**src/pkg/npfc_pkg.sv**
```systemverilog
/*
 * Constants shared by the page flash command controller: register map,
 * command codes, page geometry and strobe timing.
 * Assumes a 50 MHz system clock and an x8 flash part.
 */
package npfc_pkg;
	// ****************************************
	// Register map
	// ****************************************
	localparam logic [7:0] OFS_CTRL = 8'h00;
	localparam logic [7:0] OFS_CMD = 8'h04;
	localparam logic [7:0] OFS_ADDR = 8'h08;
	localparam logic [7:0] OFS_DATA = 8'h0C;
	localparam logic [7:0] OFS_RDTRIG = 8'h10;
	localparam logic [7:0] OFS_STATUS = 8'h14;
	localparam int ST_BUSY = 0;
	localparam int ST_RB = 1;
	localparam int ST_REFUSED = 2;
	localparam int ST_BLKEND = 3;
	localparam logic [1:0] RESP_OKAY = 2'h0;
	localparam logic [1:0] RESP_SLVERR = 2'h2;
	// ****************************************
	// Command codes
	// ****************************************
	localparam logic [7:0] CMD_READ_A = 8'h00;
	localparam logic [7:0] CMD_READ_B = 8'h01;
	localparam logic [7:0] CMD_READ_C = 8'h50;
	localparam logic [7:0] CMD_LOAD = 8'h80;
	localparam logic [7:0] CMD_PROG = 8'h10;
	localparam logic [7:0] CMD_DUMMY = 8'h11;
	localparam logic [7:0] CMD_ERASE = 8'h60;
	localparam logic [7:0] CMD_ERCONF = 8'hD0;
	localparam logic [7:0] CMD_STAT = 8'h70;
	localparam logic [7:0] CMD_MSTAT = 8'h71;
	localparam logic [7:0] CMD_ID = 8'h90;
	localparam logic [7:0] CMD_RESET = 8'hFF;
	// ****************************************
	// Geometry
	// ****************************************
	localparam logic [9:0] COL_B = 10'h100;
	localparam logic [9:0] COL_C = 10'h200;
	localparam logic [9:0] COL_LAST = 10'h20F;
	localparam logic [4:0] PAGE_LAST = 5'h1F;
	localparam logic [2:0] PROG_ADDRS = 3'h4;
	localparam logic [2:0] ERASE_ADDRS = 3'h3;
	localparam logic [1:0] MAIN_LIMIT = 2'h1;
	localparam logic [1:0] SPARE_LIMIT = 2'h2;
	// ****************************************
	// Timing
	// ****************************************
	localparam int CLK_NS = 20;
	localparam int CYC_NS = 50;
	localparam int CYC_CLKS = (CYC_NS + CLK_NS - 1) / CLK_NS;
	localparam logic [1:0] LO_CLKS = 2'(CYC_CLKS - 1);
	typedef enum logic [1:0] {
		ST_IDLE = 2'b00,
		ST_WAITRB = 2'b01,
		ST_LOW = 2'b10,
		ST_HIGH = 2'b11
	} npfc_state_e;
	typedef enum logic [1:0] {
		K_CMD = 2'b00,
		K_ADDR = 2'b01,
		K_DWR = 2'b10,
		K_DRD = 2'b11
	} npfc_kind_e;
endpackage

```
**src/design/npfc_top.sv**
```systemverilog
/*
 * Host-side command controller for a page NAND flash: AXI4-Lite slave
 * whose writes become command, address and data cycles on the flash pins.
 * Assumes pins synchronous to aclk and software polling the busy bit.
 */
// Overview of operation
// - Each read strobe cycle lasts at least 50ns.
// - Software ends sequential row read by clearing the chip-select hold.
// - After the last page of a block chip-select is forced high.
// - One page programmed at most once main, twice spare, between erases; only repeat 10h programs of the last programmed page are refused.
// - Program needs 80h, four address cycles and data before confirm.
// - Erase needs 60h, three address cycles, then D0h.
// - After 11h the dummy busy time is awaited before next plane.
// - Dummy program 11h is refused while second-half pointer is active.
// - Multi-plane erase repeats setup and address before one D0h.
`timescale 1ns/10ps
module npfc_top (
	// Clock and reset
	input wire logic aclk,
	input wire logic aresetn,
	// AXI4-Lite write
	input wire logic [7:0] awaddr,
	input wire logic awvalid,
	output logic awready,
	input wire logic [31:0] wdata,
	input wire logic [3:0] wstrb,
	input wire logic wvalid,
	output logic wready,
	output logic [1:0] bresp,
	output logic bvalid,
	input wire logic bready,
	// AXI4-Lite read
	input wire logic [7:0] araddr,
	input wire logic arvalid,
	output logic arready,
	output logic [31:0] rdata,
	output logic [1:0] rresp,
	output logic rvalid,
	input wire logic rready,
	// Flash pins
	output logic ce_n,
	output logic cle,
	output logic ale,
	output logic we_n,
	output logic read_strobe_n,
	output logic [7:0] io_out,
	output logic io_oe,
	input wire logic [7:0] io_in,
	input wire logic rb_n
);
	import npfc_pkg::*;

	logic aw_got_r, w_got_r, ce_hold_r, refused_r, blkend_r, ptr_b_r;
	logic spare_r, loaded_r, erase_ok_r, prog_spare_r;
	logic [7:0] awaddr_r, wbyte_r, rd_byte_r;
	logic [1:0] lane_r, cnt_r, lo_cnt_r;
	logic [2:0] addr_cnt_r;
	logic [7:0] last_cmd_r;
	logic [9:0] col_r;
	logic [23:0] row_r, last_row_r;
	npfc_state_e state_r;
	npfc_kind_e kind_r;
	logic wr_fire, go, refuse, bad_cmd, page_wrap;

	function automatic logic is_stat(input logic [7:0] c);
		return c == CMD_STAT || c == CMD_MSTAT || c == CMD_RESET;
	endfunction

	// ****************************************
	// AXI4-Lite slave
	// ****************************************
	assign wr_fire = aw_got_r && w_got_r && !bvalid;
	always_ff @(posedge aclk) begin
		if (!aresetn) begin
			aw_got_r <= 1'b0;
			w_got_r <= 1'b0;
			awready <= 1'b0;
			wready <= 1'b0;
			bvalid <= 1'b0;
			bresp <= RESP_OKAY;
			awaddr_r <= 8'h00;
			wbyte_r <= 8'h00;
			lane_r <= 2'h0;
		end else begin
			if (awvalid && awready) begin
				aw_got_r <= 1'b1;
				awaddr_r <= awaddr;
			end
			if (wvalid && wready) begin
				w_got_r <= 1'b1;
				wbyte_r <= wdata[7:0];
				lane_r <= {wstrb[0], wdata[0]};
			end
			if (wr_fire) begin
				aw_got_r <= 1'b0;
				w_got_r <= 1'b0;
				bvalid <= 1'b1;
				bresp <= (awaddr_r > OFS_STATUS || awaddr_r[1:0] != 2'h0)
					? RESP_SLVERR : RESP_OKAY;
			end else if (bvalid && bready) begin
				bvalid <= 1'b0;
			end
			awready <= !aw_got_r && !(awvalid && awready) && !bvalid;
			wready <= !w_got_r && !(wvalid && wready) && !bvalid;
		end
	end

	always_ff @(posedge aclk) begin
		if (!aresetn) begin
			arready <= 1'b0;
			rvalid <= 1'b0;
			rdata <= 32'h0;
			rresp <= RESP_OKAY;
		end else begin
			arready <= !rvalid && !(arvalid && arready);
			if (arvalid && arready) begin
				rvalid <= 1'b1;
				rresp <= RESP_OKAY;
				case (araddr)
				OFS_CTRL: rdata <= {31'h0, ce_hold_r};
				OFS_DATA: rdata <= {24'h0, rd_byte_r};
				OFS_STATUS: rdata <= {28'h0, blkend_r, refused_r, rb_n,
					state_r != ST_IDLE};
				OFS_CMD, OFS_ADDR, OFS_RDTRIG: rdata <= 32'h0;
				default: begin
					rdata <= 32'h0;
					rresp <= RESP_SLVERR;
				end
				endcase
			end else if (rvalid && rready) begin
				rvalid <= 1'b0;
			end
		end
	end

	// ****************************************
	// Request checks
	// ****************************************
	// A cycle is only started when the engine is idle; a write other than to
	// CTRL or STATUS that lands while busy is dropped and flagged, so software must poll first.
	assign go = wr_fire && lane_r[1] && state_r == ST_IDLE &&
		(awaddr_r == OFS_CMD || awaddr_r == OFS_ADDR ||
		awaddr_r == OFS_DATA || awaddr_r == OFS_RDTRIG);
	always_comb begin
		bad_cmd = 1'b0;
		if (wbyte_r == CMD_DUMMY && ptr_b_r)
			bad_cmd = 1'b1;
		if ((wbyte_r == CMD_PROG || wbyte_r == CMD_DUMMY) && !loaded_r)
			bad_cmd = 1'b1;
		if (wbyte_r == CMD_PROG && row_r == last_row_r &&
			cnt_r >= (prog_spare_r ? SPARE_LIMIT : MAIN_LIMIT))
			bad_cmd = 1'b1;
		if (wbyte_r == CMD_ERCONF && !erase_ok_r)
			bad_cmd = 1'b1;
	end
	assign refuse = go && awaddr_r == OFS_CMD && bad_cmd;
	assign page_wrap = state_r == ST_HIGH && kind_r == K_DRD &&
		lo_cnt_r == 2'h0 && col_r == COL_LAST;

	// ****************************************
	// Sequence tracking
	// ****************************************
	always_ff @(posedge aclk) begin
		if (!aresetn) begin
			ptr_b_r <= 1'b0;
			spare_r <= 1'b0;
			loaded_r <= 1'b0;
			erase_ok_r <= 1'b0;
			addr_cnt_r <= 3'h0;
			last_cmd_r <= CMD_READ_A;
			row_r <= 24'h0;
			last_row_r <= 24'h0;
			cnt_r <= 2'h0;
			prog_spare_r <= 1'b0;
			col_r <= 10'h0;
		end else if (go && !refuse && awaddr_r == OFS_CMD) begin
			last_cmd_r <= wbyte_r;
			addr_cnt_r <= 3'h0;
			case (wbyte_r)
			CMD_READ_A: begin
				spare_r <= 1'b0;
				ptr_b_r <= 1'b0;
			end
			CMD_READ_B: begin
				spare_r <= 1'b0;
				ptr_b_r <= 1'b1;
			end
			CMD_READ_C: spare_r <= 1'b1;
			CMD_LOAD: loaded_r <= 1'b0;
			CMD_ERASE: erase_ok_r <= 1'b0;
			CMD_PROG: begin
				if (row_r == last_row_r)
					cnt_r <= cnt_r + 2'h1;
				else
					cnt_r <= 2'h1;
				last_row_r <= row_r;
				prog_spare_r <= spare_r;
				ptr_b_r <= 1'b0;
				loaded_r <= 1'b0;
			end
			CMD_DUMMY: begin
				ptr_b_r <= 1'b0;
				loaded_r <= 1'b0;
			end
			CMD_ERCONF: begin
				cnt_r <= 2'h0;
				ptr_b_r <= 1'b0;
				erase_ok_r <= 1'b0;
			end
			CMD_RESET: ptr_b_r <= 1'b0;
			default: ptr_b_r <= ptr_b_r;
			endcase
		end else if (go && awaddr_r == OFS_ADDR) begin
			addr_cnt_r <= addr_cnt_r + 3'h1;
			row_r <= {wbyte_r, row_r[23:8]};
			if (addr_cnt_r == 3'h0)
				col_r <= spare_r ? (COL_C | {6'h0, wbyte_r[3:0]}) :
					((ptr_b_r ? COL_B : 10'h0) | {2'h0, wbyte_r});
			if (last_cmd_r == CMD_ERASE && addr_cnt_r == ERASE_ADDRS - 3'h1)
				erase_ok_r <= 1'b1;
		end else if (go && awaddr_r == OFS_DATA) begin
			if (last_cmd_r == CMD_LOAD && addr_cnt_r == PROG_ADDRS)
				loaded_r <= 1'b1;
		end else if (page_wrap) begin
			col_r <= spare_r ? COL_C : 10'h0;
			ptr_b_r <= 1'b0;
			row_r[4:0] <= row_r[4:0] + 5'h1;
		end else if (state_r == ST_HIGH && kind_r == K_DRD &&
			lo_cnt_r == 2'h0) begin
			col_r <= col_r + 10'h1;
		end
	end

	// ****************************************
	// Control and status flags
	// ****************************************
	always_ff @(posedge aclk) begin
		if (!aresetn) begin
			ce_hold_r <= 1'b0;
			refused_r <= 1'b0;
			blkend_r <= 1'b0;
		end else begin
			if (wr_fire && awaddr_r == OFS_CTRL && lane_r[1])
				ce_hold_r <= lane_r[0];
			if (page_wrap && row_r[4:0] == PAGE_LAST)
				ce_hold_r <= 1'b0;
			// Sticky flags: a new event wins over a clear in the same cycle
			if (wr_fire && awaddr_r == OFS_STATUS && lane_r[1]) begin
				refused_r <= 1'b0;
				blkend_r <= 1'b0;
			end
			if (refuse || (wr_fire && lane_r[1] && state_r != ST_IDLE &&
				awaddr_r != OFS_CTRL && awaddr_r != OFS_STATUS))
				refused_r <= 1'b1;
			if (page_wrap && row_r[4:0] == PAGE_LAST)
				blkend_r <= 1'b1;
		end
	end

	// ****************************************
	// Pin cycle engine
	// ****************************************
	// Ready/busy is sampled just before each strobe except a 70h, 71h or FFh
	// command; a busy edge that the device raises late after a confirm is caught on the next request.
	always_ff @(posedge aclk) begin
		if (!aresetn) begin
			state_r <= ST_IDLE;
			kind_r <= K_CMD;
			lo_cnt_r <= 2'h0;
			ce_n <= 1'b1;
			cle <= 1'b0;
			ale <= 1'b0;
			we_n <= 1'b1;
			read_strobe_n <= 1'b1;
			io_out <= 8'h00;
			io_oe <= 1'b0;
			rd_byte_r <= 8'h00;
		end else begin
			case (state_r)
			ST_IDLE: begin
				ce_n <= !ce_hold_r;
				io_oe <= 1'b0;
				cle <= 1'b0;
				ale <= 1'b0;
				if (go && !refuse) begin
					ce_n <= 1'b0;
					io_out <= wbyte_r;
					case (awaddr_r)
					OFS_CMD: kind_r <= K_CMD;
					OFS_ADDR: kind_r <= K_ADDR;
					OFS_DATA: kind_r <= K_DWR;
					default: kind_r <= K_DRD;
					endcase
					cle <= awaddr_r == OFS_CMD;
					ale <= awaddr_r == OFS_ADDR;
					io_oe <= awaddr_r != OFS_RDTRIG;
					state_r <= ST_WAITRB;
				end
			end
			ST_WAITRB: begin
				if (rb_n || (kind_r == K_CMD && is_stat(io_out))) begin
					state_r <= ST_LOW;
					lo_cnt_r <= LO_CLKS;
					we_n <= kind_r == K_DRD;
					read_strobe_n <= kind_r != K_DRD;
				end
			end
			ST_LOW: begin
				lo_cnt_r <= lo_cnt_r - 2'h1;
				if (lo_cnt_r == 2'h1) begin
					state_r <= ST_HIGH;
					lo_cnt_r <= 2'h0;
					we_n <= 1'b1;
					read_strobe_n <= 1'b1;
					if (kind_r == K_DRD)
						rd_byte_r <= io_in;
				end
			end
			ST_HIGH: begin
				state_r <= ST_IDLE;
				ce_n <= !ce_hold_r;
			end
			default: state_r <= ST_IDLE;
			endcase
		end
	end
endmodule

```
**config.mk**
```make
export PLATFORM = sky130hd
export DESIGN_NAME = npfc_top
export DESIGN_NICKNAME = d
export VERILOG_FILES = /design/src/pkg/npfc_pkg.sv /design/src/design/npfc_top.sv
export SDC_FILE = /design/constraint.sdc
export NUM_CORES = 1
export LEC_CHECK = 0
export BUFFER_PORTS_ARGS = -buffer_cell sky130_fd_sc_hd__buf_4
export CAP_MARGIN = 20
export CORE_MARGIN = 2
export CORE_UTILIZATION = 51
export CTS_BUF_LIST = sky130_fd_sc_hd__clkbuf_8 sky130_fd_sc_hd__clkbuf_16
export DETAILED_ROUTE_END_ITERATION = 16
export GPL_ROUTABILITY_DRIVEN = 1
export PLACE_DENSITY = 0.77
export SLEW_MARGIN = 20
export SYNTH_ARGS = -nofsm -noshare
export SYNTH_HDL_FRONTEND = slang
export SYNTH_SLANG_ARGS = --single-unit
```
**constraint.sdc**
```tcl
create_clock -name aclk -period 2.84 [get_ports aclk]
set_input_delay 0.568 -clock aclk [delete_from_list [all_inputs] [get_ports aclk]]
set_output_delay 0.568 -clock aclk [all_outputs]
set_load 0.1 [all_outputs]
```
==> flow_results.xml, run 1 <==
<?xml version="1.0" encoding="UTF-8"?>
<metrics>
  <group name="placement">
    <metric name="globalplace.congestion" unit="">0.916</metric>
    <metric name="dp_slack" unit="ps">148</metric>
    <metric name="port_buffers" unit="">69</metric>
    <metric name="hpwlAfterDp" unit="mm">10.9</metric>
  </group>
  <group name="sta">
    <metric name="grt_setup_unrepaired" unit="">false</metric>
    <metric name="timing.clock.skew" unit="ps">6.47</metric>
    <metric name="max_clock_freq" unit="GHz">0.371</metric>
    <metric name="setup_viol" unit="">0</metric>
    <metric name="fin_ws" unit="ps">144</metric>
    <metric name="relSlewSlack" unit="%">54.4</metric>
    <metric name="fin_crit" unit="ps">2700</metric>
    <metric name="tightestPinTransition" unit="ps">684</metric>
    <metric name="final.setup.tns" unit="ps">0</metric>
    <metric name="period_share" unit="%">94.9</metric>
    <metric name="final_max_slew_viol_count" unit="">0</metric>
    <metric name="finalHoldViolCount" unit="">0</metric>
  </group>
  <group name="pwr">
    <metric name="cellInternalPower" unit="uW">3820</metric>
    <metric name="share_seq_of_total_power" unit="%">39.9</metric>
    <metric name="clock_power_share" unit="%">47.3</metric>
    <metric name="worst_ir_drop_vdd" unit="uV">601</metric>
    <metric name="combinational_cell_fraction_of_total_power" unit="%">12.8</metric>
    <metric name="p_per_area" unit="mW/mm^2">638</metric>
    <metric name="p_sw_share" unit="%">26.2</metric>
    <metric name="leakage_dissipation" unit="uW">0.00327</metric>
    <metric name="net-switching-power" unit="uW">1350</metric>
  </group>
  <group name="route">
    <metric name="route.vias.total" unit="">6130</metric>
    <metric name="remaining_drc_errors" unit="">0</metric>
    <metric name="detailedRoute.firstPassIterationCount" unit="">5</metric>
    <metric name="detail_route.iter0.violations" unit="">486</metric>
    <metric name="antenna_left" unit="">0</metric>
    <metric name="routed_via_density" unit="">5.56</metric>
    <metric name="routed_wirelength" unit="mm">16.3</metric>
    <metric name="wl_per_cell" unit="um">14.8</metric>
  </group>
  <group name="clock_tree">
    <metric name="ctsHtreeMaxLevel" unit="">4</metric>
    <metric name="clkSinkCount" unit="">141</metric>
    <metric name="clk_latency" unit="ps">420</metric>
    <metric name="clkSlewWorstSetupHoldPaths" unit="ps">60</metric>
    <metric name="cts_buffers" unit="">17</metric>
    <metric name="cts_root_buf" unit="">sky130_fd_sc_hd__clkbuf_16</metric>
    <metric name="cts.hold.buffers_added" unit="">0</metric>
    <metric name="clock_tree.buffer_depth" unit="">2</metric>
    <metric name="cts_tree" unit="">built</metric>
  </group>
  <group name="synth">
    <metric name="post_synth_num_cell_types" unit="">69</metric>
    <metric name="synth_sequential_area_ratio" unit="%">41.7</metric>
    <metric name="syn-cell-area" unit="mm^2">0.00677</metric>
    <metric name="synth_area_per_cell" unit="um^2">8.04</metric>
    <metric name="post_synth_inst_count" unit="">842</metric>
    <metric name="edff_count_synth" unit="">0</metric>
    <metric name="share_of_async_settable_or_async_resettable_flops_after_synthesis" unit="%">0</metric>
    <metric name="synth.ff_latch_count" unit="">141</metric>
    <metric name="yosys_warnings" unit="">0</metric>
    <metric name="synthFlopType" unit="">sky130_fd_sc_hd__dfxtp_1</metric>
  </group>
  <group name="worst_setup_path">
    <metric name="crit_required" unit="ps">3180</metric>
    <metric name="cp_cell_sequence" unit="">inv_1 &gt; ha_1 &gt; or4bb_1 &gt; or4_4 &gt; nor3b_2 &gt; a21oi_1 &gt; a31oi_4 &gt; mux2_2 &gt; o22ai_1</metric>
    <metric name="critPathKind" unit="">reg -&gt; reg</metric>
    <metric name="worst_r2r_path_depth" unit="">9</metric>
    <metric name="register_to_register_path_setup_slack" unit="ps">140</metric>
    <metric name="cp_max_fo" unit="">5</metric>
    <metric name="timing.critical_path.slowest_stage_cell" unit="">sky130_fd_sc_hd__or4bb_1</metric>
    <metric name="cp-end-kind" unit="">flip-flop</metric>
    <metric name="critical-path-max-stage-delay" unit="ps">480</metric>
    <metric name="cp_data_arrival_time" unit="ps">3030</metric>
    <metric name="start_kind" unit="">flip-flop</metric>
    <metric name="crit-reg2reg-launch" unit="">state_r[0]$_SDFFE_PN0P_</metric>
    <metric name="timing.rr.end" unit="">col_r[5]$_SDFFE_PN0P_</metric>
  </group>
  <group name="floorplan">
    <metric name="die_height" unit="um">119</metric>
    <metric name="num_rows" unit="">42</metric>
    <metric name="chipWidth" unit="um">119</metric>
    <metric name="io_pins" unit="">123</metric>
    <metric name="die-area" unit="mm^2">0.0142</metric>
    <metric name="core_region_area" unit="mm^2">0.0131</metric>
    <metric name="start_util" unit="%">51.7</metric>
  </group>
  <group name="global_route">
    <metric name="initial_antenna_violation_count" unit="">0</metric>
    <metric name="grt_max_degree" unit="">65</metric>
    <metric name="global_route_wire_length_before_repair" unit="mm">27.3</metric>
    <metric name="grt_pass1_vias" unit="">5668</metric>
    <metric name="grt_util_all_layers" unit="%">23.6</metric>
    <metric name="grt.overflow.total" unit="">0</metric>
  </group>
  <group name="finish">
    <metric name="fin_nets" unit="">996</metric>
    <metric name="area_growth_from_synthesis_to_layout" unit="%">19.7</metric>
    <metric name="antenna-diode-count" unit="">0</metric>
    <metric name="final_layout_size_suffix_gt1_share" unit="%">16.5</metric>
  </group>
  <group name="hold_path">
    <metric name="worstHoldPathType" unit="">in -&gt; reg</metric>
    <metric name="hp-start" unit="">wdata[1]</metric>
    <metric name="min_delay_worst_endpoint" unit="">wbyte_r[1]$_SDFFE_PN0P_</metric>
    <metric name="min_delay_path_depth" unit="">3</metric>
  </group>
  <group name="outcome">
    <metric name="status" unit="">finished clean</metric>
  </group>
  <group name="run">
    <metric name="maxCapViolCount" unit="">0</metric>
  </group>
</metrics>
-- sequential cells by signal (all words and copies together), names as in the netlist, 2 cells and up --
name	cells
col_r	10
rdata	8
last_row_r	24
kind_r	2
rd_byte_r	8
awaddr_r	8
lo_cnt_r	2
cnt_r	2
io_out	8
addr_cnt_r	3
last_cmd_r	8
row_r	24
wbyte_r	8
state_r	2
-- final cells by class --
| cell class | instances | area (um^2) |
|---|---|---|
| Fill cell | 1131 | 4980 |
| Clock buffer | 20 | 467 |
| Timing Repair Buffer | 101 | 774 |
| Clock inverter | 11 | 190 |
| Tap cell | 176 | 220 |
| Sequential cell | 141 | 2820 |
| Inverter | 19 | 72.6 |
| Multi-Input combinational cell | 634 | 3560 |
-- worst max path at each step --
stage / slack, ps / from / end / cells after the start
2_1_floorplan: 170 / bvalid$_SDFFE_PN0P_ / col_r[5]$_SDFFE_PN0P_ / 8
3_3_place_gp: 200 / state_r[0]$_SDFFE_PN0P_ / col_r[1]$_SDFFE_PN0P_ / 10
3_5_place_dp: 150 / state_r[0]$_SDFFE_PN0P_ / col_r[1]$_SDFFE_PN0P_ / 10
4_1_cts: 120 / state_r[1]$_SDFFE_PN0P_ / col_r[1]$_SDFFE_PN0P_ / 10
5_1_grt: 8 / state_r[0]$_SDFFE_PN0P_ / col_r[5]$_SDFFE_PN0P_ / 9
6_report: 140 / state_r[0]$_SDFFE_PN0P_ / col_r[5]$_SDFFE_PN0P_ / 9
-- power by group through the flow --
stage,combinational (uW),clock [uW],sequential (uW)
4_1_cts,658,2470,2060
2_1_floorplan,430,0,2200
3_3_place_gp,648,0,2100
5_1_grt,702,2570,2070
6_report,665,2450,2060
3_5_place_dp,653,0,2100
-- stage by stage --
step / power [uW] / hold WS [ps] / utilization, % / instance area [um^2] / instances
detailed placement: 2760 / 445 / 56.8 / 7430 / 1069
global route: 5340 / 392 / 62.0 / 8110 / 1102
global placement: 2750 / 439 / 56.8 / 7430 / 1069
floorplan: 2630 / 426 / - / 6870 / 867
finish: 5170 / 399 / 62.0 / 8110 / 1102
CTS: 5190 / 386 / 61.8 / 8090 / 1100
-- logic make-up (layout without fill, tap and decap cells) --
| family | Yosys count | after routing | synth area share (%) |
|---|---|---|---|
| AOI/OAI and AO/OA | 171 | 171 | 15.7 |
| xor gates and xnor gates | 32 | 32 | 4.14 |
| adders and majority gates | 14 | 14 | 2.59 |
| buffers and inverters | 92 | 151 | 7.21 |
| DFF | 141 | 141 | 41.7 |
| muxes | 18 | 18 | 2.72 |
| other | 1 | 26 | 0.0554 |
| and+or+nand+nor | 373 | 373 | 25.9 |
-- critical path: cells and delay by family (launching register included) --
family	cells	cell delay, ps
AO/OA/AOI/OAI	3	500
flip-flops	1	340
AND/OR/NAND/NOR	3	1140
buffers and inverters	1	90
multiplexers	1	370
adder cells (fa/ha/maj)	1	170
-- cells in the mapped netlist (14+ instances only) --
library cell	n	area share, %
sky130_fd_sc_hd__nand2_1	197	11
sky130_fd_sc_hd__a21oi_1	107	7.9
sky130_fd_sc_hd__inv_1	18	1.0
sky130_fd_sc_hd__nor4_1	14	1.3
sky130_fd_sc_hd__clkbuf_1	27	1.5
sky130_fd_sc_hd__dfxtp_1	141	42
sky130_fd_sc_hd__xor2_1	28	3.6
sky130_fd_sc_hd__ha_1	14	2.6
sky130_fd_sc_hd__mux2i_1	15	2.2
sky130_fd_sc_hd__nor2_1	52	2.9
sky130_fd_sc_hd__buf_4	30	3.3
sky130_fd_sc_hd__nand3_1	17	1.3
sky130_fd_sc_hd__nor3_1	21	1.6
-- placed cells by master (no fill, tap or decap), drive strengths merged, types with 6 or more instances in the layout --
master,n
nand4,9
nor3,23
clkbuf,20
o211ai,6
nor2,53
nand3,17
a21oi,107
or4,6
nor2b,6
ha,14
mux2i,15
or3,6
dfxtp,141
inv,21
buf,101
o21ai,9
nand2b,9
nor4,14
conb,26
and3,6
xor2,28
a22oi,6
o22ai,7
nand2,198
-- routing by layer --
| metal | part of all wire [%] | global-route usage [%] | up-vias |
|---|---|---|---|
| met4 | 1.8 | 8.63 | 0 |
| met5 | 0 | 0 | - |
| met2 | 48 | 39.0 | 225 |
| met3 | 6.2 | 5.03 | 23 |
| met1 | 44 | 30.5 | 2896 |
| li1 | - | - | 2986 |
-- timing repair --
action | in CTS | in global routing
gates resized for setup | 0 | 2
endpoints found under the setup margin | 0 | 7
setup buffers | 0 | 2
No activity file was read; power rests on OpenSTA's default activity.
==> run 2, diff against run 1 <==
- SETUP_SLACK_MARGIN: default -> 0.3
==> flow_results.xml, run 2 (synthesis results as in run 1) <==
<?xml version="1.0" encoding="UTF-8"?>
<metrics>
  <group name="finish">
    <metric name="fin_nets" unit="">995</metric>
    <metric name="layout.cells.most_common" unit="">sky130_fd_sc_hd__nand2_1</metric>
    <metric name="final_layout_size_suffix_gt1_share" unit="%">17.9</metric>
    <metric name="utilization" unit="%">62.2</metric>
    <metric name="antenna-diode-count" unit="">0</metric>
    <metric name="top_regs" unit="">last_row_r x24, row_r x24, col_r x10</metric>
    <metric name="fillCellCount" unit="">1121</metric>
    <metric name="fin_cells" unit="">1100</metric>
    <metric name="final_cell_mix" unit="">196 x sky130_fd_sc_hd__nand2_1, 138 x sky130_fd_sc_hd__dfxtp_1, 106 x sky130_fd_sc_hd__a21oi_1, 94 x sky130_fd_sc_hd__buf_4, 52 x sky130_fd_sc_hd__nor2_1</metric>
    <metric name="area_growth_from_synthesis_to_layout" unit="%">20.1</metric>
  </group>
  <group name="floorplan">
    <metric name="chipWidth" unit="um">119</metric>
    <metric name="die-area" unit="mm^2">0.0142</metric>
    <metric name="num_rows" unit="">42</metric>
    <metric name="die_height" unit="um">119</metric>
    <metric name="start_util" unit="%">51.7</metric>
    <metric name="core_region_area" unit="mm^2">0.0131</metric>
    <metric name="io_pins" unit="">123</metric>
  </group>
  <group name="outcome">
    <metric name="status" unit="">finished clean</metric>
  </group>
  <group name="clock_tree">
    <metric name="cts_tree" unit="">built</metric>
    <metric name="cts.hold.buffers_added" unit="">0</metric>
    <metric name="clk_latency" unit="ps">420</metric>
    <metric name="cts_buffers" unit="">17</metric>
    <metric name="cts_root_buf" unit="">sky130_fd_sc_hd__clkbuf_16</metric>
    <metric name="clkSinkCount" unit="">141</metric>
    <metric name="ctsHtreeMaxLevel" unit="">4</metric>
    <metric name="clkSlewWorstSetupHoldPaths" unit="ps">60</metric>
    <metric name="clock_tree.buffer_depth" unit="">2</metric>
  </group>
  <group name="sta">
    <metric name="period_share" unit="%">87.9</metric>
    <metric name="finalHoldViolCount" unit="">0</metric>
    <metric name="fin_crit" unit="ps">2500</metric>
    <metric name="fin_ws" unit="ps">343</metric>
    <metric name="max_clock_freq" unit="GHz">0.400</metric>
    <metric name="grt_setup_unrepaired" unit="">true</metric>
    <metric name="relSlewSlack" unit="%">58.0</metric>
    <metric name="timing.clock.skew" unit="ps">7.47</metric>
    <metric name="tightestPinTransition" unit="ps">627</metric>
    <metric name="final_max_slew_viol_count" unit="">0</metric>
    <metric name="setup_viol" unit="">0</metric>
    <metric name="final.setup.tns" unit="ps">0</metric>
  </group>
  <group name="route">
    <metric name="routed_via_density" unit="">5.51</metric>
    <metric name="routed_wirelength" unit="mm">16.2</metric>
    <metric name="detailedRoute.firstPassIterationCount" unit="">5</metric>
    <metric name="detail_route.iter0.violations" unit="">500</metric>
    <metric name="remaining_drc_errors" unit="">0</metric>
    <metric name="route.vias.total" unit="">6057</metric>
    <metric name="wl_per_cell" unit="um">14.7</metric>
    <metric name="antenna_left" unit="">0</metric>
  </group>
  <group name="pwr">
    <metric name="p_per_area" unit="mW/mm^2">591</metric>
    <metric name="report.power.total" unit="uW">4810</metric>
    <metric name="leakage_dissipation" unit="uW">0.00324</metric>
    <metric name="worst_ir_drop_vdd" unit="uV">410</metric>
  </group>
  <group name="worst_setup_path">
    <metric name="cp_top_family" unit="">simple AND/OR/NAND/NOR gates</metric>
    <metric name="cp_data_arrival_time" unit="ps">2850</metric>
    <metric name="cp_cell_sequence" unit="">or4_4 &gt; or4_4 &gt; nor3b_2 &gt; a21oi_2 &gt; a31oi_4 &gt; mux2_4 &gt; o22ai_1</metric>
    <metric name="crit_buf_inv" unit="">0</metric>
    <metric name="critPathKind" unit="">reg -&gt; reg</metric>
    <metric name="cp_max_fo" unit="">5</metric>
    <metric name="crit_path_frequent_cell" unit="">sky130_fd_sc_hd__or4_4</metric>
    <metric name="timing.critical_path.slowest_stage_cell" unit="">sky130_fd_sc_hd__or4_4</metric>
    <metric name="cp-end-kind" unit="">flip-flop</metric>
    <metric name="crit_required" unit="ps">3190</metric>
    <metric name="critical-path-max-stage-delay" unit="ps">580</metric>
    <metric name="start_kind" unit="">flip-flop</metric>
  </group>
  <group name="placement">
    <metric name="globalplace.congestion" unit="">0.873</metric>
    <metric name="dpl.cell_count" unit="">1067</metric>
    <metric name="hpwlAfterDp" unit="mm">10.7</metric>
    <metric name="dp_slack" unit="ps">162</metric>
    <metric name="port_buffers" unit="">69</metric>
  </group>
  <group name="global_route">
    <metric name="grt.overflow.total" unit="">0</metric>
    <metric name="global_route_wire_length_before_repair" unit="mm">26.4</metric>
    <metric name="grt_util_all_layers" unit="%">23.0</metric>
    <metric name="initial_antenna_violation_count" unit="">0</metric>
    <metric name="grt_max_degree" unit="">117</metric>
    <metric name="grt_pass1_vias" unit="">5360</metric>
  </group>
  <group name="run">
    <metric name="maxCapViolCount" unit="">0</metric>
  </group>
  <group name="hold_path">
    <metric name="worstHoldPathType" unit="">in -&gt; reg</metric>
  </group>
</metrics>
[run 2: changes by cell type in the layout (fill, tap and decap cells not counted), sizes merged]
| cell | change |
|---|---|
| buf | -1 |
| clkinvlp | +1 |
| clkinv | +1 |
| bufinv | -4 |
| inv | +1 |
[run 2: final timing paths]
path,start,endpoint,slack [ps],depth (start not counted)
max reg2reg,awaddr_r[5]$_SDFFE_PN0P_,col_r[6]$_SDFFE_PN0P_,340,7
max,awaddr_r[5]$_SDFFE_PN0P_,col_r[6]$_SDFFE_PN0P_,340,7
min reg2reg,rd_byte_r[3]$_SDFFE_PN0P_,rd_byte_r[3]$_SDFFE_PN0P_,460,2
min,awaddr[5],awaddr_r[5]$_SDFFE_PN0P_,390,3
[run 2: tightest hold or removal path, stage by stage]
cell                      delay (ps)
sky130_fd_sc_hd__buf_4           110
sky130_fd_sc_hd__nand2_1          40
sky130_fd_sc_hd__a21oi_1          50
[run 2: power breakdown]
group / switching [uW] / internal, uW
combinational: 490 / 188
clock: 815 / 1240
sequential: 42.8 / 2020
total: 1350 / 3460
[run 2: final cells by class]
type / count / area [um^2] / share of cell area [%]
Inverter: 19 / 72.6 / 0.892
Sequential cell: 141 / 2830 / 34.8
Tap cell: 176 / 220 / 2.71
Clock inverter: 10 / 77.6 / 0.954
Multi-Input combinational cell: 634 / 3670 / 45.1
Clock buffer: 20 / 467 / 5.74
Timing Repair Buffer: 100 / 800 / 9.83
[run 2: repair_timing]
action	4_1_cts	5_1_grt
buffers inserted	2	1
setup endpoints to repair	11	50
resized for setup	8	14
pin swaps	3	8
[run 2: metal layers]
metal / vias up / part of all wire, % / global-route usage, %
met5: - / 0 / 0
met4: 0 / 1.6 / 7.59
met3: 31 / 6.2 / 5.84
met2: 206 / 47 / 36.2
met1: 2835 / 46 / 30.9
li1: 2985 / - / -
[run 2: metrics by stage]
stage | hold slack (ps) | cell area (um^2)
detailed placement | 449 | 7460
global route | 382 | 8130
floorplan | 426 | 6880
CTS | 380 | 8040
global placement | 442 | 7460
finish | 392 | 8130
==> run 3, diff against run 2 <==
- ABC_AREA: default -> 1
==> flow_results.xml, run 3 <==
<?xml version="1.0" encoding="UTF-8"?>
<metrics>
  <group name="floorplan">
    <metric name="die-area" unit="mm^2">0.0149</metric>
    <metric name="chipWidth" unit="um">122</metric>
    <metric name="start_util" unit="%">51.8</metric>
    <metric name="num_rows" unit="">43</metric>
    <metric name="die_height" unit="um">122</metric>
    <metric name="io_pins" unit="">123</metric>
    <metric name="core_region_area" unit="mm^2">0.0137</metric>
  </group>
  <group name="worst_setup_path">
    <metric name="timing.critical_path.slowest_stage_cell" unit="">sky130_fd_sc_hd__dfxtp_1</metric>
    <metric name="crit_required" unit="ps">3190</metric>
    <metric name="start_kind" unit="">flip-flop</metric>
    <metric name="critPathKind" unit="">reg -&gt; reg</metric>
    <metric name="cp_max_fo" unit="">16</metric>
    <metric name="cp_cell_sequence" unit="">inv_2 &gt; nand2_4 &gt; nor2_2 &gt; nand2_4 &gt; nand2_2 &gt; nand2_2 &gt; nand2_2 &gt; nor2_4 &gt; nand2_2 &gt; nand2_4 &gt; nand2_4 &gt; nor2_4 &gt; buf_4 &gt; o21ai_0 &gt; a21oi_1</metric>
    <metric name="cp-end-kind" unit="">flip-flop</metric>
    <metric name="cp_data_arrival_time" unit="ps">2710</metric>
    <metric name="critical-path-max-stage-delay" unit="ps">390</metric>
    <metric name="worst_setup_path_startpoint" unit="">wbyte_r[6]$_SDFFE_PN0P_</metric>
    <metric name="crit-reg2reg-launch" unit="">wbyte_r[6]$_SDFFE_PN0P_</metric>
  </group>
  <group name="sta">
    <metric name="finalHoldViolCount" unit="">0</metric>
    <metric name="grt_setup_unrepaired" unit="">false</metric>
    <metric name="timing.clock.skew" unit="ps">9.04</metric>
    <metric name="period_share" unit="%">83.2</metric>
    <metric name="max_clock_freq" unit="GHz">0.423</metric>
    <metric name="relSlewSlack" unit="%">63.3</metric>
    <metric name="final.setup.tns" unit="ps">0</metric>
    <metric name="setup_viol" unit="">0</metric>
    <metric name="tightestPinTransition" unit="ps">543</metric>
    <metric name="timing.hold.ws" unit="ps">374</metric>
    <metric name="final_max_slew_viol_count" unit="">0</metric>
    <metric name="fin_crit" unit="ps">2360</metric>
  </group>
  <group name="placement">
    <metric name="port_buffers" unit="">69</metric>
    <metric name="placedInstanceArea" unit="mm^2">0.00761</metric>
    <metric name="hpwlAfterDp" unit="mm">11.0</metric>
    <metric name="globalplace.congestion" unit="">0.898</metric>
  </group>
  <group name="pwr">
    <metric name="p_per_area" unit="mW/mm^2">579</metric>
    <metric name="clock_power_share" unit="%">40.0</metric>
    <metric name="share_seq_of_total_power" unit="%">43.8</metric>
    <metric name="cellInternalPower" unit="uW">3330</metric>
    <metric name="worst_ir_drop_vdd" unit="uV">372</metric>
    <metric name="p_sw_share" unit="%">29.8</metric>
    <metric name="leakage_dissipation" unit="uW">0.00378</metric>
    <metric name="combinational_cell_fraction_of_total_power" unit="%">16.2</metric>
    <metric name="net-switching-power" unit="uW">1410</metric>
  </group>
  <group name="clock_tree">
    <metric name="cts_root_buf" unit="">sky130_fd_sc_hd__clkbuf_16</metric>
    <metric name="ctsHtreeMaxLevel" unit="">4</metric>
    <metric name="cts_tree" unit="">built</metric>
    <metric name="clk_latency" unit="ps">420</metric>
    <metric name="clock_tree.buffer_depth" unit="">2</metric>
    <metric name="cts_buffers" unit="">17</metric>
    <metric name="clkSinkCount" unit="">141</metric>
    <metric name="clkSlewWorstSetupHoldPaths" unit="ps">60</metric>
    <metric name="cts.hold.buffers_added" unit="">0</metric>
  </group>
  <group name="global_route">
    <metric name="grt_max_degree" unit="">46</metric>
    <metric name="grt_util_all_layers" unit="%">21.8</metric>
    <metric name="initial_antenna_violation_count" unit="">0</metric>
    <metric name="grt.overflow.total" unit="">0</metric>
    <metric name="global_route_wire_length_before_repair" unit="mm">26.0</metric>
    <metric name="grt_pass1_vias" unit="">5634</metric>
  </group>
  <group name="synth">
    <metric name="post_synth_num_cell_types" unit="">49</metric>
    <metric name="edff_count_synth" unit="">0</metric>
    <metric name="synth_sequential_area_ratio" unit="%">39.7</metric>
    <metric name="post_synth_inst_count" unit="">957</metric>
    <metric name="cell_type_with_the_highest_aggregate_area_in_the_netlist" unit="">sky130_fd_sc_hd__dfxtp_1</metric>
    <metric name="synthMostInstantiatedCell" unit="">sky130_fd_sc_hd__nand2_1</metric>
    <metric name="share_of_async_settable_or_async_resettable_flops_after_synthesis" unit="%">0</metric>
    <metric name="synth_area_per_cell" unit="um^2">7.42</metric>
    <metric name="synth_top_cells_by_area" unit="">sky130_fd_sc_hd__dfxtp_1 40%, sky130_fd_sc_hd__nand2_1 8.3%, sky130_fd_sc_hd__nor2_1 6.7%</metric>
    <metric name="synth_top_area_share" unit="%">39.7</metric>
    <metric name="netlist_top_cells_count" unit="">158 x sky130_fd_sc_hd__nand2_1, 141 x sky130_fd_sc_hd__dfxtp_1, 127 x sky130_fd_sc_hd__nor2_1</metric>
    <metric name="yosys_warnings" unit="">0</metric>
    <metric name="synth.ff_latch_count" unit="">141</metric>
    <metric name="syn-cell-area" unit="mm^2">0.00710</metric>
    <metric name="synthFlopType" unit="">sky130_fd_sc_hd__dfxtp_1</metric>
  </group>
  <group name="finish">
    <metric name="final_layout_size_suffix_gt1_share" unit="%">17.4</metric>
    <metric name="fin_nets" unit="">1104</metric>
    <metric name="final_cell_mix" unit="">157 x sky130_fd_sc_hd__nand2_1, 141 x sky130_fd_sc_hd__dfxtp_1, 127 x sky130_fd_sc_hd__nor2_1, 95 x sky130_fd_sc_hd__inv_1, 94 x sky130_fd_sc_hd__o21ai_0</metric>
    <metric name="area_growth_from_synthesis_to_layout" unit="%">15.2</metric>
    <metric name="antenna-diode-count" unit="">0</metric>
    <metric name="fillCellCount" unit="">1276</metric>
    <metric name="layout.cells.most_common" unit="">sky130_fd_sc_hd__nand2_1</metric>
    <metric name="top_regs" unit="">last_row_r x24, row_r x24, col_r x10</metric>
    <metric name="post-route-cell-area" unit="mm^2">0.00818</metric>
  </group>
  <group name="route">
    <metric name="detailedRoute.firstPassIterationCount" unit="">5</metric>
    <metric name="detail_route.iter0.violations" unit="">359</metric>
    <metric name="route.vias.total" unit="">6200</metric>
    <metric name="remaining_drc_errors" unit="">0</metric>
    <metric name="wl_per_cell" unit="um">13.1</metric>
    <metric name="routed_wirelength" unit="mm">15.8</metric>
    <metric name="antenna_left" unit="">0</metric>
    <metric name="routed_via_density" unit="">5.11</metric>
  </group>
  <group name="outcome">
    <metric name="status" unit="">finished clean</metric>
  </group>
  <group name="run">
    <metric name="maxCapViolCount" unit="">0</metric>
  </group>
  <group name="hold_path">
    <metric name="hp-start" unit="">io_in[1]</metric>
    <metric name="worstHoldPathType" unit="">in -&gt; reg</metric>
  </group>
</metrics>
[run 3: changes by cell type after synthesis, sizes merged, moves of 9 or more]
cell    change
a21oi      -14
inv        +80
mux2i      -15
nand2      -21
nand2b      -9
nand3      +13
nand4      +15
nor2       +84
o21ai      +94
xnor2      +15
xor2       -21
[run 3: cells by family after synthesis]
family,share of synthesized area (%)
AO/OA/AOI/OAI,16.6
XOR/XNOR,3.21
adder cells (fa/ha/maj),2.47
buffers and inverters,11.3
flip-flops,39.7
multiplexers,0.159
other,0.0528
AND/OR/NAND/NOR,26.5
[run 3: what timing repair did]
action	CTS	global route
endpoints found under the setup margin	4	27
cloned	0	1
hold endpoints to repair	0	0
gates resized for setup	1	5
pin swaps	0	1
setup buffers	0	3
[run 3: per-layer routing]
layer | vias up | track usage, % | share of wire [%]
met4 | 0 | 8.91 | 1.8
met5 | - | 0 | 0
met2 | 137 | 34.8 | 45
met3 | 19 | 4.21 | 5.0
li1 | 3202 | - | -
met1 | 2842 | 29.0 | 48
[run 3: worst max-delay path: cells and delay by family (launching register included)]
family | cells | cell delay (ps)
AOI/OAI and AO/OA | 2 | 240
buffers and inverters | 2 | 410
DFF | 1 | 390
and+or+nand+nor | 11 | 1230
[run 3: path summary, 6_finish.rpt]
| check | end | slack [ps] | depth (start not counted) |
|---|---|---|---|
| worst max-delay path | row_r[23]$_SDFFE_PN0P_ | 480 | 15 |
| worst min-delay path | rd_byte_r[1]$_SDFFE_PN0P_ | 370 | 3 |
| worst max register to register | row_r[23]$_SDFFE_PN0P_ | 480 | 15 |
| worst min register to register | wready$_SDFF_PN0_ | 450 | 1 |
[run 3: metrics by stage]
step | power (uW) | utilization (%) | instances | setup WS (ps)
3_3_place_gp | 2870 | 55.5 | 1179 | 341
6_report | 4740 | 59.7 | 1214 | 477
5_1_grt | 4940 | 59.7 | 1214 | 296
3_5_place_dp | 2880 | 55.5 | 1179 | 281
2_1_floorplan | 2730 | - | 982 | 544
4_1_cts | 4760 | 59.2 | 1210 | 321
[run 3: final cells by class]
cell class	count	area (um^2)	area share [%]
Sequential cell	141	2820	34.5
Multi-Input combinational cell	677	3580	43.8
Clock buffer	18	439	5.37
Inverter	99	372	4.54
Tap cell	180	225	2.75
Timing Repair Buffer	86	676	8.26
Clock inverter	13	65.1	0.795
[run 3: power by group through the flow]
stage          logic (uW)  registers [uW]  clock network [uW]
3_3_place_gp          753            2120                   0
6_report              767            2080                1900
2_1_floorplan         487            2250                   0
3_5_place_dp          757            2120                   0
4_1_cts               761            2080                1920
5_1_grt               833            2080                2020
